$ cat config.mk
export PLATFORM = sky130hd
export DESIGN_NAME = ast_uart
export DESIGN_NICKNAME = d
export VERILOG_FILES = /design/src/ast_pkg.sv /design/src/ast_uart.sv
export SDC_FILE = /design/constraint.sdc
export NUM_CORES = 1
export LEC_CHECK = 0
export BUFFER_PORTS_ARGS = -buffer_cell sky130_fd_sc_hd__buf_4
export CAP_MARGIN = 20
export CORE_ASPECT_RATIO = 0.5
export CORE_MARGIN = 5
export CORE_UTILIZATION = 56
export DETAILED_ROUTE_END_ITERATION = 8
export PLACE_DENSITY_LB_ADDON = 0.05
export SLEW_MARGIN = 5
export SYNTH_ARGS = -nofsm -noshare
export SYNTH_HDL_FRONTEND = slang
export SYNTH_SLANG_ARGS = --single-unit
$ cat constraint.sdc
create_clock -name hclk -period 3.46 [get_ports hclk]
set_input_delay 0.173 -clock hclk [delete_from_list [all_inputs] [get_ports hclk]]
set_output_delay 0.173 -clock hclk [all_outputs]
set_load 0.01 [all_outputs]
$ cat src/ast_pkg.sv
package ast_pkg;
    // Register indices; byte address is four times the index
    localparam logic [7:0] IDX_FLAGS      = 8'h10;
    localparam logic [7:0] IDX_IRQ_EN     = 8'h11;
    localparam logic [7:0] IDX_RX_CTRL    = 8'h13;
    localparam logic [7:0] IDX_RX_FIFO    = 8'h14;
    localparam logic [7:0] IDX_TX_CTRL    = 8'h15;
    localparam logic [7:0] IDX_TX_HOLD    = 8'h16;
    localparam logic [7:0] IDX_BAUD_DIV   = 8'h17;
    // Transmit control/status fields
    localparam int TX_CLK_SRC_BIT  = 7;
    localparam int TX_NINE_BIT     = 6;
    localparam int TX_EN_BIT       = 5;
    localparam int TX_SYNC_BIT     = 4;
    localparam int TX_EMPTY_BIT    = 1;
    localparam int TX_D8_BIT       = 0;
    // Receive control/status fields
    localparam int RX_SERIAL_PORT_ENABLE_BIT     = 7;
    localparam int RX_NINE_BIT     = 6;
    localparam int RX_SINGLE_BIT   = 5;
    localparam int RX_CONT_BIT     = 4;
    localparam int RX_FRAMING_ERROR_BIT_BIT     = 2;
    localparam int RX_OVERRUN_ERROR_BIT_BIT     = 1;
    localparam int RX_D8_BIT       = 0;
    // Flag register fields
    localparam int FLAG_TX_BIT     = 1;
    localparam int FLAG_RX_BIT     = 0;
    // Reset values
    localparam logic [7:0] FLAGS_RST    = 8'h02;
    localparam logic [7:0] IRQ_EN_RST   = 8'h00;
    localparam logic [7:0] BAUD_DIV_RST = 8'h00;
    // Oversampling: x16 clock, votes on 7th, 8th and 9th edges
    localparam logic [3:0] PHASE_LAST   = 4'hf;
    localparam logic [3:0] SAMPLE_A     = 4'h6;
    localparam logic [3:0] SAMPLE_B     = 4'h7;
    localparam logic [3:0] SAMPLE_C     = 4'h8;
    localparam logic [3:0] BITS_EIGHT   = 4'h9;
    localparam logic [3:0] BITS_NINE    = 4'ha;
    typedef enum logic [1:0] {RX_IDLE, RX_START, RX_DATA, RX_STOP}
        ast_rx_state_t;
endpackage : ast_pkg

$ cat src/ast_uart.sv
`timescale 1ns/1ps
// Notes on behaviour
// Shifter reloads only after the previous stop bit has gone out.
// Holding-to-shifter move at baud tick; holding empties, transmit flag sets.
// Transmit flag not writable; cleared only by a holding buffer write.
// Transmit status bit 1 reads shifter empty; no interrupt attached.
// Frame starts only with data waiting, enable set and a shift tick.
// Setting enable after loading the holding buffer starts that data.
// Write to idle shifter passes straight through; back-to-back frames.
// Clearing transmit enable aborts frame, resets transmitter, floats pin.
// Software writes ninth bit and select before the data byte.
// Recovery runs at sixteen times baud; shifter moves at bit rate.
// Asynchronous reception only while continuous receive enable is set.
// After stop bit, word enters FIFO if room; receive flag then sets.
// Receive flag read-only; clears when FIFO read empty.
// Two-entry FIFO plus shifter; reads return the oldest word.
// Stop bit with FIFO full sets overrun and drops the word.
// Overrun blocks transfers; cleared by resetting receive via enable.
// Framing error set when a valid stop bit is missing.
// Framing error and ninth bit travel with each word in FIFO.
// Each bit decided by majority of three samples, phases 7-9.
// Asynchronous mode when sync clear and port enable set.
// Receive logic resets when both enables or port enable clear.
// Sync bit selects synchronous mode; port enable claims pins, but tx_pin_oe also needs transmit enable or the sync clock source.
// Sync master is half duplex; drives clock pin when source set.
// Frame: start, eight or nine data bits, one stop, NRZ.
// Idle high, start low, stop high, data LSB first.
// Start is a falling edge confirmed low; sample phase aligns.
module ast_uart #(
    parameter int FIFO_DEPTH = 2
) (
    // Clock and reset
    input  wire logic        hclk,
    input  wire logic        hresetn,
    // AHB-Lite slave
    input  wire logic        hsel,
    input  wire logic [31:0] haddr,
    input  wire logic [1:0]  htrans,
    input  wire logic        hwrite,
    input  wire logic [2:0]  hsize,
    input  wire logic [31:0] hwdata,
    input  wire logic        hready,
    output logic      [31:0] hrdata,
    output logic             hreadyout,
    output logic             hresp,
    // Serial pins
    input  wire logic        rx_pin_in,
    output logic             tx_pin_out,
    output logic             tx_pin_oe
);
    // Bus front end
    logic [7:0]  addr_reg;
    logic        wr_reg;
    logic        rd_ok_reg;
    logic [31:0] hrdata_reg;
    // Software registers
    logic [7:0]  baud_div_reg;
    logic [7:0]  irq_en_reg;
    logic [7:0]  tx_ctrl_reg;
    logic [7:0]  rx_ctrl_reg;
    logic [7:0]  tx_hold_reg;
    logic        hold_full_reg;
    // Baud generator
    logic [7:0]  brg_cnt_reg;
    logic [3:0]  tx_phase_reg;
    // Transmitter
    logic        tx_busy_reg;
    logic [9:0]  tx_shift_reg;
    logic [3:0]  tx_left_reg;
    logic        tx_out_reg;
    logic        tx_oe_reg;
    // Receiver
    logic [1:0]  rx_sync_reg;
    logic        rx_prev_reg;
    ast_pkg::ast_rx_state_t rx_state_reg;
    logic [3:0]  rx_phase_reg;
    logic [2:0]  rx_votes_reg;
    logic [8:0]  rx_shift_reg;
    logic [3:0]  rx_cnt_reg;
    logic        overrun_error_bit_reg;
    logic [9:0]  fifo_mem [FIFO_DEPTH];
    logic        fifo_rd_reg;
    logic        fifo_wr_reg;
    logic [1:0]  fifo_cnt_reg;

    function automatic logic majority(input logic [2:0] v);
        majority = (v[0] & v[1]) | (v[0] & v[2]) | (v[1] & v[2]);
    endfunction : majority

    function automatic logic [3:0] frame_bits(input logic nine);
        frame_bits = nine ? ast_pkg::BITS_NINE : ast_pkg::BITS_EIGHT;
    endfunction : frame_bits

    // Bus decode
    wire        addr_phase = hsel & hready & htrans[1];
    wire [7:0]  addr_idx   = haddr[9:2];
    wire        wr_en      = wr_reg;
    wire [7:0]  wdata      = hwdata[7:0];
    wire        wr_tx_hold = wr_en & (addr_reg == ast_pkg::IDX_TX_HOLD);
    wire        wr_tx_ctrl = wr_en & (addr_reg == ast_pkg::IDX_TX_CTRL);
    wire        wr_rx_ctrl = wr_en & (addr_reg == ast_pkg::IDX_RX_CTRL);
    wire        wr_baud    = wr_en & (addr_reg == ast_pkg::IDX_BAUD_DIV);
    wire        wr_irq_en  = wr_en & (addr_reg == ast_pkg::IDX_IRQ_EN);
    wire        rd_fifo    = addr_phase & ~hwrite &
                             (addr_idx == ast_pkg::IDX_RX_FIFO);
    // Mode decode
    wire serial_port_enable      = rx_ctrl_reg[ast_pkg::RX_SERIAL_PORT_ENABLE_BIT];
    wire sync_mode = tx_ctrl_reg[ast_pkg::TX_SYNC_BIT];
    wire async_on  = serial_port_enable & ~sync_mode;
    wire tx_en     = async_on & tx_ctrl_reg[ast_pkg::TX_EN_BIT];
    wire rx_en     = async_on & rx_ctrl_reg[ast_pkg::RX_CONT_BIT];
    wire rx_reset  = ~serial_port_enable | ~(rx_ctrl_reg[ast_pkg::RX_CONT_BIT] |
                     rx_ctrl_reg[ast_pkg::RX_SINGLE_BIT]);
    wire sync_clk_drive = serial_port_enable & sync_mode &
                          tx_ctrl_reg[ast_pkg::TX_CLK_SRC_BIT];
    wire tx_empty  = ~tx_busy_reg;
    wire tx_flag   = ~hold_full_reg;
    wire rx_flag   = fifo_cnt_reg != 2'h0;
    wire [9:0] fifo_head = fifo_mem[fifo_rd_reg];

    // Baud generator: one x16 tick per divisor+1 clocks
    wire x16_tick = brg_cnt_reg == 8'h00;
    wire tx_tick  = x16_tick & (tx_phase_reg == ast_pkg::PHASE_LAST);
    wire tx_load  = tx_en & hold_full_reg & tx_tick &
                    (tx_empty | tx_left_reg == 4'h0);

    // Receiver decode
    wire rx_bit     = rx_sync_reg[1];
    wire rx_vote_at = x16_tick & (rx_phase_reg == ast_pkg::SAMPLE_C);
    wire rx_level   = majority({rx_votes_reg[1:0], rx_bit});
    wire rx_fall    = rx_prev_reg & ~rx_bit;
    wire rx_stop_at = rx_vote_at & (rx_state_reg == ast_pkg::RX_STOP);
    wire fifo_full  = fifo_cnt_reg == 2'(FIFO_DEPTH);
    wire fifo_push  = rx_stop_at & ~fifo_full & ~overrun_error_bit_reg;
    wire fifo_pop   = rd_fifo & rx_flag;
    wire [9:0] rx_word = rx_ctrl_reg[ast_pkg::RX_NINE_BIT] ?
                         {~rx_level, rx_shift_reg} :
                         {~rx_level, 1'b0, rx_shift_reg[8:1]};

    // Read mux, sampled in the address phase so hrdata is a flop
    logic [7:0] rd_mux;
    always_comb begin
        rd_mux = 8'h00;
        unique case (addr_idx)
            ast_pkg::IDX_FLAGS: begin
                rd_mux[ast_pkg::FLAG_TX_BIT] = tx_flag;
                rd_mux[ast_pkg::FLAG_RX_BIT] = rx_flag;
            end
            ast_pkg::IDX_IRQ_EN:   rd_mux = irq_en_reg;
            ast_pkg::IDX_RX_CTRL: begin
                rd_mux = rx_ctrl_reg;
                rd_mux[3] = 1'b0;
                rd_mux[ast_pkg::RX_FRAMING_ERROR_BIT_BIT] = rx_flag & fifo_head[9];
                rd_mux[ast_pkg::RX_OVERRUN_ERROR_BIT_BIT] = overrun_error_bit_reg;
                rd_mux[ast_pkg::RX_D8_BIT]   = rx_flag & fifo_head[8];
            end
            ast_pkg::IDX_RX_FIFO:  rd_mux = fifo_head[7:0];
            ast_pkg::IDX_TX_CTRL: begin
                rd_mux = tx_ctrl_reg;
                rd_mux[ast_pkg::TX_EMPTY_BIT] = tx_empty;
            end
            ast_pkg::IDX_TX_HOLD:  rd_mux = tx_hold_reg;
            ast_pkg::IDX_BAUD_DIV: rd_mux = baud_div_reg;
            default:               rd_mux = 8'h00;
        endcase
    end

    // Bus pipeline; zero wait states, always OKAY
    always_ff @(posedge hclk or negedge hresetn) begin
        if (!hresetn) begin
            addr_reg   <= 8'h00;
            wr_reg     <= 1'b0;
            rd_ok_reg  <= 1'b0;
            hrdata_reg <= 32'h0000_0000;
        end else begin
            addr_reg   <= addr_phase ? addr_idx : addr_reg;
            wr_reg     <= addr_phase & hwrite;
            rd_ok_reg  <= addr_phase & ~hwrite;
            hrdata_reg <= (addr_phase & ~hwrite) ? {24'h000000, rd_mux}
                                                 : hrdata_reg;
        end
    end
    assign hrdata    = hrdata_reg;
    assign hreadyout = 1'b1;
    assign hresp     = 1'b0;

    // Software-visible control registers
    always_ff @(posedge hclk or negedge hresetn) begin
        if (!hresetn) begin
            baud_div_reg <= ast_pkg::BAUD_DIV_RST;
            irq_en_reg   <= ast_pkg::IRQ_EN_RST;
            tx_ctrl_reg  <= 8'h00;
            rx_ctrl_reg  <= 8'h00;
        end else begin
            if (wr_baud) begin
                baud_div_reg <= wdata;
            end
            if (wr_irq_en) begin
                irq_en_reg <= wdata;
            end
            if (wr_tx_ctrl) begin
                tx_ctrl_reg <= {wdata[7:4], 3'b000, wdata[0]};
            end
            if (wr_rx_ctrl) begin
                rx_ctrl_reg <= {wdata[7:4], 4'h0};
            end
        end
    end

    // Holding buffer: a write always wins over the move to the shifter
    always_ff @(posedge hclk or negedge hresetn) begin
        if (!hresetn) begin
            tx_hold_reg   <= 8'h00;
            hold_full_reg <= 1'b0;
        end else begin
            tx_hold_reg   <= wr_tx_hold ? wdata : tx_hold_reg;
            hold_full_reg <= wr_tx_hold | (hold_full_reg & ~tx_load);
        end
    end

    // Baud generator and free-running transmit phase
    always_ff @(posedge hclk or negedge hresetn) begin
        if (!hresetn) begin
            brg_cnt_reg  <= 8'h00;
            tx_phase_reg <= 4'h0;
        end else begin
            brg_cnt_reg  <= x16_tick ? baud_div_reg : brg_cnt_reg - 8'h01;
            tx_phase_reg <= x16_tick ? tx_phase_reg + 4'h1 : tx_phase_reg;
        end
    end

    // Transmitter; a write to an idle shifter loads at the next shift tick
    always_ff @(posedge hclk or negedge hresetn) begin
        if (!hresetn) begin
            tx_busy_reg  <= 1'b0;
            tx_shift_reg <= 10'h3ff;
            tx_left_reg  <= 4'h0;
            tx_out_reg   <= 1'b1;
            tx_oe_reg    <= 1'b0;
        end else begin
            tx_oe_reg <= tx_en | sync_clk_drive;
            if (!tx_en) begin
                tx_busy_reg <= 1'b0;
                tx_left_reg <= 4'h0;
                tx_out_reg  <= ~sync_clk_drive | tx_phase_reg[3];
            end else if (tx_load) begin
                tx_busy_reg  <= 1'b1;
                tx_out_reg   <= 1'b0;
                tx_shift_reg <= tx_ctrl_reg[ast_pkg::TX_NINE_BIT] ?
                    {1'b1, tx_ctrl_reg[ast_pkg::TX_D8_BIT], tx_hold_reg} :
                    {2'b11, tx_hold_reg};
                tx_left_reg  <= frame_bits(tx_ctrl_reg[ast_pkg::TX_NINE_BIT]);
            end else if (tx_tick & tx_busy_reg) begin
                if (tx_left_reg == 4'h0) begin
                    tx_busy_reg <= 1'b0;
                    tx_out_reg  <= 1'b1;
                end else begin
                    tx_out_reg   <= tx_shift_reg[0];
                    tx_shift_reg <= {1'b1, tx_shift_reg[9:1]};
                    tx_left_reg  <= tx_left_reg - 4'h1;
                end
            end
        end
    end
    assign tx_pin_out = tx_out_reg;
    assign tx_pin_oe  = tx_oe_reg;

    // Receive pin synchroniser and edge history
    always_ff @(posedge hclk or negedge hresetn) begin
        if (!hresetn) begin
            rx_sync_reg <= 2'b11;
            rx_prev_reg <= 1'b1;
        end else begin
            rx_sync_reg <= {rx_sync_reg[0], rx_pin_in};
            rx_prev_reg <= rx_sync_reg[1];
        end
    end

    // Receiver; phase restarts on the start edge so votes land mid-bit
    always_ff @(posedge hclk or negedge hresetn) begin
        if (!hresetn) begin
            rx_state_reg <= ast_pkg::RX_IDLE;
            rx_phase_reg <= 4'h0;
            rx_votes_reg <= 3'b111;
            rx_shift_reg <= 9'h000;
            rx_cnt_reg   <= 4'h0;
        end else if (!rx_en) begin
            rx_state_reg <= ast_pkg::RX_IDLE;
            rx_phase_reg <= 4'h0;
        end else begin
            if (x16_tick) begin
                rx_phase_reg <= rx_phase_reg + 4'h1;
                if (rx_phase_reg == ast_pkg::SAMPLE_A ||
                    rx_phase_reg == ast_pkg::SAMPLE_B) begin
                    rx_votes_reg <= {rx_votes_reg[1:0], rx_bit};
                end
            end
            unique case (rx_state_reg)
                ast_pkg::RX_IDLE: begin
                    if (rx_fall) begin
                        rx_state_reg <= ast_pkg::RX_START;
                        rx_phase_reg <= 4'h0;
                    end
                end
                ast_pkg::RX_START: begin
                    if (rx_vote_at) begin
                        rx_state_reg <= rx_level ? ast_pkg::RX_IDLE
                                                 : ast_pkg::RX_DATA;
                        rx_cnt_reg <= frame_bits(
                            rx_ctrl_reg[ast_pkg::RX_NINE_BIT]) - 4'h1;
                    end
                end
                ast_pkg::RX_DATA: begin
                    if (rx_vote_at) begin
                        rx_shift_reg <= {rx_level, rx_shift_reg[8:1]};
                        rx_cnt_reg   <= rx_cnt_reg - 4'h1;
                        if (rx_cnt_reg == 4'h1) begin
                            rx_state_reg <= ast_pkg::RX_STOP;
                        end
                    end
                end
                ast_pkg::RX_STOP: begin
                    if (rx_vote_at) begin
                        rx_state_reg <= ast_pkg::RX_IDLE;
                    end
                end
            endcase
        end
    end

    // Overrun: set on a stop bit with a full FIFO, cleared by receive reset
    always_ff @(posedge hclk or negedge hresetn) begin
        if (!hresetn) begin
            overrun_error_bit_reg <= 1'b0;
        end else begin
            overrun_error_bit_reg <= (rx_stop_at & fifo_full & rx_en) |
                        (overrun_error_bit_reg & ~rx_reset);
        end
    end

    // Receive FIFO; push and pop in one cycle keep the count
    always_ff @(posedge hclk) begin
        if (fifo_push & rx_en) begin
            fifo_mem[fifo_wr_reg] <= rx_word;
        end
    end

    always_ff @(posedge hclk or negedge hresetn) begin
        if (!hresetn) begin
            fifo_rd_reg  <= 1'b0;
            fifo_wr_reg  <= 1'b0;
            fifo_cnt_reg <= 2'h0;
        end else begin
            fifo_wr_reg  <= fifo_wr_reg ^ (fifo_push & rx_en);
            fifo_rd_reg  <= fifo_rd_reg ^ fifo_pop;
            fifo_cnt_reg <= fifo_cnt_reg + {1'b0, fifo_push & rx_en}
                            - {1'b0, fifo_pop};
        end
    end
endmodule : ast_uart

After elaboration in Yosys (flattened, before gate mapping):

Memory sizes are Yosys's and may differ from the RTL's.
Cells that the tools add are included.

* memories kept: 1
* bits of input ports: 75
* output and inout bits: 36
* flip-flop bits (word level): 109
* logic and storage cells: 181
* memory bits (writable): 20

* equality and inequality tests: 32
* bitwise gates (word level): 60
* multiplexer cells: 39
* reduce and logical (&&, ||, !) cells: 14
* add/subtract/negate cells: 8

Memories
* fifo_mem: words 2, width 10, rd ports 1, clocked after Yosys merged registers in 0, wr ports 1, line ast_uart.sv:81 `logic [9:0] fifo_mem [FIFO_DEPTH];`

Operators with widths (number)
* equality test 8 x 5 -> 1 bit, second input constant: 12
* two-way mux 4 bit: 10
* AND 1 bit: 36
* case mux 6 bit (6 select lines): 1
* two-way mux 10 bit: 3
* two-way mux 2 bit: 9
* two-way mux 9 bit: 2
* != test 3 bit, second input constant: 6
* case mux 2 bit (7 select lines): 1
* NOT 1 bit: 13
* subtractor 4 x 1 -> 4 bit, second input constant: 3
* two-way mux 1 bit: 10
* OR 1 bit: 9
* AND reduction 3 bit: 3
* adder 4 x 1 -> 4 bit, second input constant: 2
* equality test 4 x 3 -> 1 bit, second input constant: 2
* equality test 4 bit, second input constant: 2
* zero test 8 bit: 1
* two-way mux 8 bit: 1
* case mux 2 bit (4 select lines): 1
* case mux 4 bit (2 select lines): 1
* subtractor 8 x 1 -> 8 bit, second input constant: 1
* equality test 2 bit, second input constant: 3
* != test 2 bit, second input constant: 3
* other kinds (13): 18

Longest topological paths before layout:

* depth after elaboration: 9
* gate-level depth with buffers: 12
* depth with buffers taken out: 11

Worst setup path after synthesis:

Ideal clock, no wire load.

* kind: reg2reg
* from: register brg_cnt_reg[0]
* to: register fifo_cnt_reg[1]
* data required time: 3337 ps
* arrival time: 2481 ps
* library setup time: 123 ps
* path buffers: 1
* cell stages (with the launch flop): 13
* clock period less this slack: 2603 ps
* setup slack: 857 ps
* path through: dfrtp_1 inv_1 ha_1 nor3b_2 and4_1 buf_4 nand3_1 or3_1 ha_1 inv_1 ha_1 xnor2_1 xnor2_1

* longest elaborated chain between the ends: 8

Ends and longest elaborated chain
* start: declaration: line ast_uart.sv:64 `logic [7:0] brg_cnt_reg;`
* start signal: assignment: line ast_uart.sv:227 `brg_cnt_reg <= x16_tick ? baud_div_reg : brg_cnt_reg - 8'h01;`
* zero test 8 bit: line ast_uart.sv:122 `wire x16_tick = brg_cnt_reg == 8'h00;`
* AND 1 bit: line ast_uart.sv:129 `wire rx_vote_at = x16_tick & (rx_phase_reg == ast_pkg::SAMPLE_C);`
* AND 1 bit: line ast_uart.sv:132 `wire rx_stop_at = rx_vote_at & (rx_state_reg == ast_pkg::RX_STOP);`
* AND 1 bit (2 in a row): line ast_uart.sv:134 `wire fifo_push = rx_stop_at & ~fifo_full & ~overrun_error_bit_reg;`
* AND 1 bit: line ast_uart.sv:356 `fifo_cnt_reg <= fifo_cnt_reg + {1'b0, fifo_push & rx_en}`
* adder 2 x 1 -> 2 bit: line ast_uart.sv:356
* subtractor 2 x 1 -> 2 bit: line ast_uart.sv:357 `- {1'b0, fifo_pop};`
* end signal: assignment: line ast_uart.sv:356
* end: declaration: line ast_uart.sv:84 `logic [1:0] fifo_cnt_reg;`

No other way between the ends.
A chain may end at the register's enable or synchronous reset.

Worst setup path in the final report:

Ends and elaborated chain as after synthesis.

==> metrics <==
min cycle time layout 2.74 ns; Hold Crit Class input pin to flop; peak supply drop 0.297 mV; synth top area cells dfrtp_1 (37%), mux2_2 (11%), edfxtp_1 (9.6%); Mapped Cells 535; ys async rst share 84.4%; syn avg cell area 11.7 um^2; Layout area overhead 16.4%; Setup TNS 0 ns; PortBufs 32; Met1 Wirelength about 6400 um; Total Wirelength 13400 um; R2R cell count 11; Internal 0.00288 W; CTS Buf Count 17; # rows 27; CTS tree built; Final Setup Violations 0; drt first pass iters 7; GRT Util Overall roughly a fifth; initial antenna violation count 0; sequential power share 44.8%; commonest non-fill, non-tap cells in the layout dfrtp_1 (93), mux2_2 (62), nand2_1 (57); vias in the first global route 4211; # Max-Cap Violations 0; CP endpoint kind flop; Arr. time, crit path 3.08 ns; die area 0.0135 mm^2; critical path fanouts, max 7; DIE HEIGHT 84.7 um; status finished clean; clk slew on worst S/H paths ~0.060 ns; antenna viol nets, final 0; core area 0.0109 mm^2; pre-CTS setup slack 0.717 ns; H-tree lvl count 4; GRT overflow 0; WL/cell roughly 18 um; placed cell area 0.00656 mm^2; Clock Sinks roughly 130; hpwl dp 9160 um; flip-flop and latch area 0.00332 mm^2; CP Class flop to flop; Top FF cell, synth dfrtp_1; largest net degree at the start of global routing 82; RSZ-0062 raised after global routing no; root buffer cell clkbuf_16; Clk pwr share between 40 and 50%; share of layout cells above drive strength 1 27.8%; Met2 Routed Length 5950 um; post-synthesis sequential area ratio 53.1%; Residual DRC 0; post-route cell area 0.00728 mm^2; Routability Congestion between 0.7 and 0.8; YS warnings 0; met3 wire length 873 um; post-synthesis register bit count 128; Fin. Hold Viols 0; tightest hold margin 0.0296 ns; hold depth 2; Max-slew headroom between 40% and 50%; ant diodes 0; post-CTS sizing 0; first-pass GRT wire length 22400 um; WP data required roughly 3.8 ns; synth unique cells 67; multi-input logic area 0.00267 mm^2; Synth Cell Area roughly 0.0063 mm^2; setup ws final 0.723 ns; starting density of the core 57.1%; worst skew pair latency about 0.42 ns; Static Leak roughly 3.2 nW; Vias 4162; Worst-Margin Slew 0.858 ns; num ports 111; Psw 0.00102 W; commonest non-fill, non-tap cell in the layout dfrtp_1; Slew Limit Fails 0; max reg flops 20; Layout Nets 676; clock skew 0.00662 ns; pwr/cell area 536 mW/mm^2; Post-synth EDFFs 20; Bufs on Longest Clock Path 2; DR top layer met4; CP startpoint kind flop; Logic pwr share 9.8%; routed vias/inst around 5.6; 1st-iter DRT viols 319; Synth area leader dfrtp_1; Die W 159 um; post-synth top area share 37.2%; Fill cells 854; Tcrit/Tclk final 79.1%; switching share of power about a quarter; Peak Freq 365 MHz
-- metrics by stage --
stage | power (W) | util, % | std cells
after floorplan | 0.00201 | - | 559
after global placement | 0.00213 | 59.9 | 702
after detailed placement | 0.00214 | 59.9 | 702
after CTS | 0.00393 | 66.3 | 745
after global routing | 0.00408 | 66.5 | 746
final | 0.00390 | 66.5 | 746
-- per-layer routing --
metal  vias up  global-route usage [%]
li1       1973                       -
met1      2057                    30.6
met2       112                    31.3
met3        20                    6.47
met4         0                    6.89
met5         -                       0
-- worst max-delay path: stages (launching register included) --
cell and delay, ns:
dfrtp_1 0.44, inv_1 0.08, ha_1 0.30, nor3b_2 0.30, and4_1 0.24, nand3_1 0.08, or3_1 0.41, ha_1 0.29
inv_1 0.04, ha_1 0.18, xnor2_1 0.17, xnor2_1 0.14
-- timing repair --
| item | 4_1_cts | 5_1_grt |
|---|---|---|
| setup buffers | 0 | 0 |
| hold buffers | 11 | 0 |
| hold endpoints to repair | 76 | 0 |
-- cell families after synthesis --
kind of cell | after synthesis | share of synthesized area, %
AOI/OAI and AO/OA | 78 | 8.26
xor gates and xnor gates | 15 | 2.10
adders and majority gates | 14 | 2.76
buffers and inverters | 64 | 5.58
DFF | 128 | 53.1
muxes | 78 | 14.4
other | 2 | 0.120
and+or+nand+nor | 156 | 13.7
-- power groups by stage --
| stage | clock [W] | combinational [W] | sequential (W) |
|---|---|---|---|
| finish | 0.00177 | 0.000382 | 0.00175 |
| global route | 0.00188 | 0.000436 | 0.00176 |
| CTS | 0.00180 | 0.000379 | 0.00174 |
| detailed placement | 0 | 0.000367 | 0.00177 |
| global placement | 0 | 0.000359 | 0.00177 |
| floorplan | 0 | 0.000269 | 0.00174 |
-- final timing paths --
path / startpoint / endpoint / slack (ns)
setup reg to reg: brg_cnt_reg[0]$_DFF_PN0_ / fifo_cnt_reg[1]$_DFF_PN0_ / 0.72
min in group asynchronous: hresetn / rx_phase_reg[0]$_DFF_PN0_ / 0.18
hold / removal: hwdata[7] / tx_ctrl_reg[7]$_DFFE_PN0P_ / 0.03
max in group asynchronous: hresetn / tx_hold_reg[6]$_DFFE_PN0P_ / 2.40
hold reg to reg: rx_sync_reg[0]$_DFF_PN1_ / rx_sync_reg[1]$_DFF_PN1_ / 0.36
setup / recovery: brg_cnt_reg[0]$_DFF_PN0_ / fifo_cnt_reg[1]$_DFF_PN0_ / 0.72
-- synthesized netlist by cell type, drive strengths merged, types with 3 or more instances --
cell type / number
a31oi: 4
xor2: 4
and3: 5
xnor2: 11
and3b: 3
nand3: 8
edfxtp: 20
nor2: 27
or3: 3
a22oi: 11
nand2: 58
mux2: 64
o211ai: 3
ha: 13
nor3b: 6
nand3b: 3
clkbuf: 10
dfrtp: 93
o21ai: 24
nor2b: 6
nor3: 13
mux2i: 11
o2111ai: 3
mux4: 3
buf: 32
a21oi: 12
nor4: 6
and2: 5
nand4: 4
inv: 22
dfstp: 15
-- layout make-up --
cell class / count / share of cell area (%)
multi-input combinational: 367 / 36.7
clock buffer: 17 / 5.84
inverter: 22 / 1.13
tap: 145 / 2.49
clock inverter: 15 / 2.18
sequential: 128 / 45.6
timing repair buffer: 52 / 6.01
(Power assumes the default switching activity.)
